**src/core/slsm_pkg.sv**
```systemverilog
// How it works
// - format 10: 9-bit samples get a trailing zero, four 10-bit words per lane, 8/4/2 lanes.
// - format 10: channel c even samples on lane 2c, odd samples on lane 2c+1.
// - format 11: 9-bit sample plus three zeros, five words per lane, then tail nibble.
// - format 11: dual/single only; channel A lanes 0-3 by sample mod 4, B lanes 4-7.
// - format 12: 8-bit samples, sample k on lane k, second channel on lanes 4-7.
// - format 13: trailing zero pad; lane k carries samples k, k+4, k+8, k+12.
// - format 13: dual/single only; second channel same interleave on lanes 4-7.
package slsm_pkg;
  localparam int LANES = 8;
  localparam int FRAME_BITS = 64;
  localparam int SAMPLE_W = 9;
  localparam int CHANNELS = 4;
  localparam int MAX_SAMPLES = 20;
  localparam int IN_W = CHANNELS * MAX_SAMPLES * SAMPLE_W;
  localparam logic [3:0] FMT_10 = 4'ha;
  localparam logic [3:0] FMT_11 = 4'hb;
  localparam logic [3:0] FMT_12 = 4'hc;
  localparam logic [3:0] FMT_13 = 4'hd;
  localparam logic [3:0] TAIL_NIBBLE = 4'h0;
  localparam logic [1:0] VAR_SINGLE = 2'h0;
  localparam logic [1:0] VAR_DUAL = 2'h1;
  localparam logic [1:0] VAR_QUAD = 2'h2;
  localparam int FIFO_DEPTH = 8;
  localparam int LANES_PER_CH10 = 2;
  localparam int LANES_PER_CH = 4;
  localparam int WORDS10 = 4;
  localparam int WORDS11 = 5;
  localparam int WORD10_W = 10;
  localparam int WORD11_W = 12;
  localparam int OCTET_W = 8;
  localparam int TAIL_W = 4;
endpackage

```
**src/core/slsm_fifo.sv**
```systemverilog
`timescale 1ns/1ns
module slsm_fifo #(
  parameter int WIDTH = 8,
  parameter int DEPTH = 8
) (
  input wire logic ref_clk_i, // clock
  input wire logic arst_n_i, // async reset
  input wire logic in_valid_i, // write request
  output logic in_ready_o, // not full
  input wire logic [WIDTH-1:0] in_data_i, // write data
  output logic out_valid_o, // not empty
  input wire logic out_ready_i, // read accept
  output logic [WIDTH-1:0] out_data_o // head word
);
  localparam int AW = $clog2(DEPTH);
  logic [WIDTH-1:0] mem_r [DEPTH];
  logic [AW-1:0] wp_r, wp_nxt, rp_r, rp_nxt;
  logic [AW:0] cnt_r, cnt_nxt;
  logic wr, rd;
  always_comb begin
    wr = in_valid_i && (cnt_r != (AW+1)'(DEPTH));
    rd = out_valid_o && out_ready_i;
    wp_nxt = wr ? ((wp_r == AW'(DEPTH-1)) ? '0 : wp_r + 1'b1) : wp_r;
    rp_nxt = rd ? ((rp_r == AW'(DEPTH-1)) ? '0 : rp_r + 1'b1) : rp_r;
    cnt_nxt = cnt_r + (AW+1)'(wr) - (AW+1)'(rd);
  end
  always_ff @(posedge ref_clk_i or negedge arst_n_i) begin
    if (!arst_n_i) begin
      wp_r <= '0;
      rp_r <= '0;
      cnt_r <= '0;
    end else begin
      wp_r <= wp_nxt;
      rp_r <= rp_nxt;
      cnt_r <= cnt_nxt;
    end
  end
  always_ff @(posedge ref_clk_i) begin
    if (wr) begin
      mem_r[wp_r] <= in_data_i;
    end
  end
  assign in_ready_o = (cnt_r != (AW+1)'(DEPTH));
  assign out_valid_o = (cnt_r != '0);
  assign out_data_o = mem_r[rp_r];
endmodule // slsm_fifo

```
**src/core/slsm_mapper.sv**
```systemverilog
`timescale 1ns/1ns
module slsm_mapper (
  input wire logic ref_clk_i, // sample clock
  input wire logic arst_n_i, // async reset, active low
  input wire logic [3:0] link_format_select_i, // link format 10..13
  input wire logic [1:0] variant_i, // 0 single, 1 dual, 2 quad
  input wire logic frame_valid_i, // frame of samples offered
  output logic frame_ready_o, // buffer has room
  input wire logic [slsm_pkg::IN_W-1:0] samples_i, // ch c sample n at (c*20+n)*9
  output logic [slsm_pkg::LANES*slsm_pkg::FRAME_BITS-1:0] lane_data_o, // lane l at l*64
  output logic [slsm_pkg::LANES-1:0] lane_en_o, // lanes in use
  output logic lane_valid_o, // lane_data_o holds a frame
  input wire logic lane_ready_i, // link takes frame
  output logic fmt_error_o // unsupported format/variant combination
);
  localparam int LW = slsm_pkg::LANES * slsm_pkg::FRAME_BITS;
  localparam int FW = LW + slsm_pkg::LANES;
  localparam int SW = slsm_pkg::SAMPLE_W;
  localparam int FB = slsm_pkg::FRAME_BITS;

  ////////////////////////////////////////////////////////////////////////////////
  // combinational mapping of one frame to lane words, msb-first on the lane
  wire logic [LW-1:0] map_data;
  wire logic [slsm_pkg::LANES-1:0] map_en;
  logic map_ok;
  logic fmt_known;
  logic fmt_narrow;
  logic quad_sel;
  logic dual_sel;
  logic single_sel;

  function automatic logic [SW-1:0] smp(input logic [slsm_pkg::IN_W-1:0] s,
                                        input int ch, input int n);
    smp = s[(ch*slsm_pkg::MAX_SAMPLES+n)*SW +: SW];
  endfunction

  // formats 11 to 13 carry at most two channels, so a quad request is refused
  // outright rather than mapping only half of the channels
  always_comb begin
    quad_sel = (variant_i == slsm_pkg::VAR_QUAD);
    dual_sel = (variant_i == slsm_pkg::VAR_DUAL);
    single_sel = (variant_i == slsm_pkg::VAR_SINGLE);
    fmt_known = 1'b0;
    fmt_narrow = 1'b0;
    if (link_format_select_i == slsm_pkg::FMT_10) begin
      fmt_known = 1'b1;
    end else if (link_format_select_i == slsm_pkg::FMT_11) begin
      fmt_known = 1'b1;
      fmt_narrow = 1'b1;
    end else if (link_format_select_i == slsm_pkg::FMT_12) begin
      fmt_known = 1'b1;
      fmt_narrow = 1'b1;
    end else if (link_format_select_i == slsm_pkg::FMT_13) begin
      fmt_known = 1'b1;
      fmt_narrow = 1'b1;
    end
    map_ok = fmt_known && !(fmt_narrow && quad_sel);
  end

  ////////////////////////////////////////////////////////////////////////////////
  // per-lane word builders; every lane builds all four layouts and a mux picks
  // one, which costs area but keeps each layout readable on its own
  for (genvar l = 0; l < slsm_pkg::LANES; l++) begin : g_lane
    // which channel and which slot of it this lane serves
    localparam int CH2 = l / slsm_pkg::LANES_PER_CH10;
    localparam int ODD = l % slsm_pkg::LANES_PER_CH10;
    localparam int CH4 = l / slsm_pkg::LANES_PER_CH;
    localparam int POS = l % slsm_pkg::LANES_PER_CH;
    logic [FB-1:0] word10;
    logic [FB-1:0] word11;
    logic [FB-1:0] word12;
    logic [FB-1:0] word13;
    logic [FB-1:0] word_sel;
    logic [SW-1:0] s12;
    logic en_sel;

    // lane 2c carries even samples of channel c, lane 2c+1 the odd ones
    always_comb begin
      word10 = '0;
      for (int w = 0; w < slsm_pkg::WORDS10; w++) begin
        word10[FB-1 - w*slsm_pkg::WORD10_W -: slsm_pkg::WORD10_W] =
          {smp(samples_i, CH2, slsm_pkg::LANES_PER_CH10*w + ODD), 1'b0};
      end
    end

    // five 12-bit words then the tail nibble fill the eight octets
    always_comb begin
      word11 = '0;
      for (int w = 0; w < slsm_pkg::WORDS11; w++) begin
        word11[FB-1 - w*slsm_pkg::WORD11_W -: slsm_pkg::WORD11_W] =
          {smp(samples_i, CH4, slsm_pkg::LANES_PER_CH*w + POS), 3'h0};
      end
      word11[slsm_pkg::TAIL_W-1:0] = slsm_pkg::TAIL_NIBBLE;
    end

    // the 8-bit layout keeps the upper eight bits; the lsb is dropped
    always_comb begin
      s12 = smp(samples_i, CH4, POS);
      word12 = '0;
      word12[FB-1 -: slsm_pkg::OCTET_W] = s12[SW-1 -: slsm_pkg::OCTET_W];
    end

    // sample n goes to lane n mod 4, so lane k sees k, k+4, k+8, k+12
    always_comb begin
      word13 = '0;
      for (int w = 0; w < slsm_pkg::WORDS10; w++) begin
        word13[FB-1 - w*slsm_pkg::WORD10_W -: slsm_pkg::WORD10_W] =
          {smp(samples_i, CH4, POS + slsm_pkg::LANES_PER_CH*w), 1'b0};
      end
    end

    // unknown formats leave the lane dark
    always_comb begin
      word_sel = '0;
      en_sel = 1'b0;
      if (link_format_select_i == slsm_pkg::FMT_10) begin
        word_sel = word10;
        en_sel = (CH2 == 0) || (CH2 == 1 && !single_sel) || quad_sel;
      end else if (link_format_select_i == slsm_pkg::FMT_11) begin
        word_sel = word11;
        en_sel = (CH4 == 0) || dual_sel;
      end else if (link_format_select_i == slsm_pkg::FMT_12) begin
        word_sel = word12;
        en_sel = (CH4 == 0) || dual_sel;
      end else if (link_format_select_i == slsm_pkg::FMT_13) begin
        word_sel = word13;
        en_sel = (CH4 == 0) || dual_sel;
      end
    end

    // a refused frame lights no lane
    assign map_data[l*FB +: FB] = word_sel;
    assign map_en[l] = en_sel && map_ok;
  end

  ////////////////////////////////////////////////////////////////////////////////
  // frame buffer; refused frames never enter, so the link never sees junk
  logic fifo_in_ready;
  logic fifo_out_valid;
  logic [FW-1:0] fifo_out_data;
  logic push;
  logic pop;

  // a frame offered while full is lost; the source must watch frame_ready_o

  assign push = frame_valid_i && map_ok;

  slsm_fifo #(
    .WIDTH(FW),
    .DEPTH(slsm_pkg::FIFO_DEPTH)
  ) u_fifo (
    .ref_clk_i(ref_clk_i),
    .arst_n_i(arst_n_i),
    .in_valid_i(push),
    .in_ready_o(fifo_in_ready),
    .in_data_i({map_en, map_data}),
    .out_valid_o(fifo_out_valid),
    .out_ready_i(pop),
    .out_data_o(fifo_out_data)
  );

  ////////////////////////////////////////////////////////////////////////////////
  // output register stage: one-deep skid so every output is a flop
  logic out_valid_r;
  logic out_valid_nxt;
  logic [LW-1:0] out_data_r;
  logic [LW-1:0] out_data_nxt;
  logic [slsm_pkg::LANES-1:0] out_en_r;
  logic [slsm_pkg::LANES-1:0] out_en_nxt;
  logic ready_r;
  logic ready_nxt;
  logic err_r;
  logic err_nxt;

  // pop only when the output register is empty or is emptied at this edge
  assign pop = fifo_out_valid && (!out_valid_r || lane_ready_i);

  always_comb begin
    out_valid_nxt = out_valid_r;
    out_data_nxt = out_data_r;
    out_en_nxt = out_en_r;
    if (pop) begin
      out_valid_nxt = 1'b1;
      out_data_nxt = fifo_out_data[LW-1:0];
      out_en_nxt = fifo_out_data[FW-1:LW];
    end else if (lane_ready_i) begin
      out_valid_nxt = 1'b0;
    end
  end

  // ready lags one cycle; the fifo itself drops writes when full
  always_comb begin
    ready_nxt = fifo_in_ready;
    err_nxt = !map_ok;
  end

  always_ff @(posedge ref_clk_i or negedge arst_n_i) begin
    if (!arst_n_i) begin
      out_valid_r <= 1'b0;
      out_data_r <= '0;
      out_en_r <= '0;
    end else begin
      out_valid_r <= out_valid_nxt;
      out_data_r <= out_data_nxt;
      out_en_r <= out_en_nxt;
    end
  end

  always_ff @(posedge ref_clk_i or negedge arst_n_i) begin
    if (!arst_n_i) begin
      ready_r <= 1'b0;
      err_r <= 1'b0;
    end else begin
      ready_r <= ready_nxt;
      err_r <= err_nxt;
    end
  end

  // every output is a plain register copy

  assign lane_valid_o = out_valid_r;
  assign lane_data_o = out_data_r;
  assign lane_en_o = out_en_r;
  assign frame_ready_o = ready_r;
  assign fmt_error_o = err_r;
endmodule // slsm_mapper

```
**config.mk**
```make
export PLATFORM = sky130hd
export DESIGN_NAME = slsm_mapper
export DESIGN_NICKNAME = d
export VERILOG_FILES = /design/src/core/slsm_pkg.sv /design/src/core/slsm_fifo.sv /design/src/core/slsm_mapper.sv
export SDC_FILE = /design/constraint.sdc
export NUM_CORES = 2
export LEC_CHECK = 0
export BUFFER_PORTS_ARGS = -buffer_cell sky130_fd_sc_hd__buf_2
export CORE_MARGIN = 2
export CORE_UTILIZATION = 45
export CTS_BUF_LIST = sky130_fd_sc_hd__clkbuf_8
export CTS_CLUSTER_SIZE = 28
export DETAILED_ROUTE_END_ITERATION = 7
export MAX_ROUTING_LAYER = met4
export PLACE_DENSITY = 0.61
export SYNTH_ARGS = -nofsm -noshare
export SYNTH_HDL_FRONTEND = slang
export SYNTH_MEMORY_MAX_BITS = 65536
export SYNTH_SLANG_ARGS = --single-unit
```
**constraint.sdc**
```tcl
create_clock -name ref_clk_i -period 13.3 [get_ports ref_clk_i]
set_clock_uncertainty 0.05 [all_clocks]
set_input_delay 2.66 -clock ref_clk_i [delete_from_list [all_inputs] [get_ports ref_clk_i]]
set_output_delay 2.66 -clock ref_clk_i [all_outputs]
set_load 0.05 [all_outputs]
```
==> impl_metrics.toml <==
[setup_path]
r2r-end = "lane_data_o[175]"
ff2ff_path_depth = 7
crit_path_start_kind = "primary input"
worst-setup-path-type = "in -> reg"
worstPathArrival_ps = 6910
reg2reg_slack_ps = 8610
cp-end-kind = "flip-flop"
crit_path_max_fanout = 99
r2r_start = "u_fifo.rp_r[0]"
worstPathRequired_ps = 14000

[worst_hold_path]
hold_depth = 2
hold_start = "lane_data_o[316]"
min_to = "lane_data_o[316]"
hp-class = "reg -> reg"

[synth]
yosys.area.top_type = "edfxtp_1"
yosysSeqAreaShare_pct = 75.0
syn_inst = 9166
synthArstFlopShare_pct = 11.4
synthTopCellsByArea = "edfxtp_1, mux2i_1, dfrtp_1"
ys_top_cells_by_count = "edfxtp_1, mux2i_1, nand2_1"
postSynthAreaPerCell_um2 = 16.5
ys_ff_latch = 3856
synth_top_area_share_pct = 67.8
yosysMostFrequentCell = "edfxtp_1"
synth_cell_types = 46
ys.flop_type = "edfxtp_1"
synth-edff-count = 3416
synthesis.area_um2 = 151000
yosysWarnings = 0

[sta]
drv_slew = 0
rsz0062_at_grt = "no"
fmax_ghz = 0.161
whs_ps = 419
fin_crit_sh_pct = 46.7
hold_viol = 0
slew_headroom_pct = 19.7
setup_viol = 0
tightest_slew_ps = 1210
period_needed_ps = 6210

[global_route]
antenna_found_initial = 155
grt-ovfl-total = 0
grt_pass1_vias = 87900
grt_pass1_wl_um = 667000
grt_max_degree = 164
grt.total_usage_pct = 28.5

[die]
dieArea_um2 = 341000
die_w_um = 584
ioPinCount = 1253
rows = 212
die_h_um = 584
core_area_um2 = 334000
start_util_pct = 45.3

[cts]
cts.clk_slew.worst_paths_ps = 60
clk_latency_ps = 1210
ctsHoldBuffers = 0
clock_path_buffers = 4
numCtsBuffers = 631
cts_resized = 0
cts_sinks = 3856
cts_tree = "yes"
htree_levels = 6
cts-root-buf = "clkbuf_8"
postCtsSetupBuffers = 0

[drt]
drc = 0
first_iter_violations = 9468
first_pass_iters = 5
drt-vias-per-instance = 5.80
antenna_left = 0
wl_per_cell_um = 31.5
routed_wl_um = 485000
vias = 89200

[finish]
stdcell_count = 15400
fin_area_um2 = 172000
final_util_pct = 51.5
drive_gt1_share_pct = 19.0
area_growth_pct = 13.8
fin_nets = 11100

[pwr]
vdd_drop_max_uv = 255
p_total_uw = 36600
powerDensity_nw_per_um2 = 213
p_leak_uw = 0.0641

[flow_run]
drv_cap = 0

[placement]
post-place-cells = 14100
dp_hpwl_um = 287000
portBuffers = 948
gp_congestion = 0.851
placed_area_um2 = 160000

[outcome]
status = "finished clean"
==> final cells by class <==
class,instances,area [µm²]
fillers,27500,162000
flip-flops and latches,3856,114000
multi-input cells,4722,34200
clock buffers,718,9880
repair buffers,1093,6250
well taps,4387,5490
clock inverters,452,2480
diodes,141,353
inverters,11,67.6
==> cells by family after synthesis <==
| kind of cell | synth area share (%) |
|---|---|
| muxes | 11.5 |
| and+or+nand+nor | 4.78 |
| xor gates and xnor gates | 0.0116 |
| DFF | 75.0 |
| buffers and inverters | 2.70 |
| other | 0.00248 |
| AOI/OAI and AO/OA | 5.91 |
| adders and majority gates | 0.0959 |
==> registers in the layout, summed over array words and instances, names as in the netlist <==
signal	flops
u_fifo.mem_r	3416
lane_data_o	424
u_fifo.cnt_r	4
lane_en_o	3
u_fifo.rp_r	3
u_fifo.wp_r	3
fmt_error_o	1
frame_ready_o	1
lane_valid_o	1
==> metal layers <==
metal / vias up / wire (µm) / track usage (%)
li1: 37800 / - / -
met1: 46200 / 186000 / 35.4
met2: 4295 / 224000 / 43.4
met3: 940 / 47100 / 7.33
met4: 0 / 27900 / 14.8
met5: - / 0 / -
==> critical path: stages <==
cell and delay, ps:
buf_2 120, nor2b_1 150, o32ai_2 640, and3_1 610
and4bb_4 930, buf_12 620, buf_4 870
==> through the flow <==
stage | setup WS (ps) | setup TNS [ps]
after floorplan | -1010 | -1991410
after global placement | 6020 | 0
after detailed placement | 5940 | 0
after CTS | 7230 | 0
after global routing | 7060 | 0
final | 7090 | 0
==> cells in the final DEF, fill, tap and decap left out, types with 141 or more instances in the layout <==
cell      netlist  final
mux2i_1      1506   1506
buf_2         187    946
a22oi_1       692    692
and2_1        154    152
o21ai_0       152    152
clkbuf_8        0    718
dfrtp_1       440    438
diode_2         0    141
edfxtp_1     3416   3416
nor2_1        341    339
nand2_1       773    771
nand3_1       327    327
inv_1           9    245
a21oi_1       317    316
==> how the worst max path moves through the flow <==
stage,startpoint,end,slack [ps],cells past startpoint
2_1_floorplan,variant_i[1],u_fifo.mem_r[2][100],-1010,5
3_3_place_gp,link_format_select_i[0],u_fifo.mem_r[2][377],6020,7
3_5_place_dp,variant_i[1],u_fifo.mem_r[4][357],5940,7
4_1_cts,variant_i[1],u_fifo.mem_r[4][365],7230,7
5_1_grt,variant_i[1],u_fifo.mem_r[2][332],7060,7
6_report,variant_i[1],u_fifo.mem_r[2][332],7090,7
==> power breakdown <==
| part | switching (µW) | internal [µW] | total [µW] |
|---|---|---|---|
| Clock | 4800 | 5230 | 10000 |
| Sequential | 571 | 14200 | 14800 |
| Combinational | 8480 | 3360 | 11800 |
No activity file was read; power rests on OpenSTA's default activity.
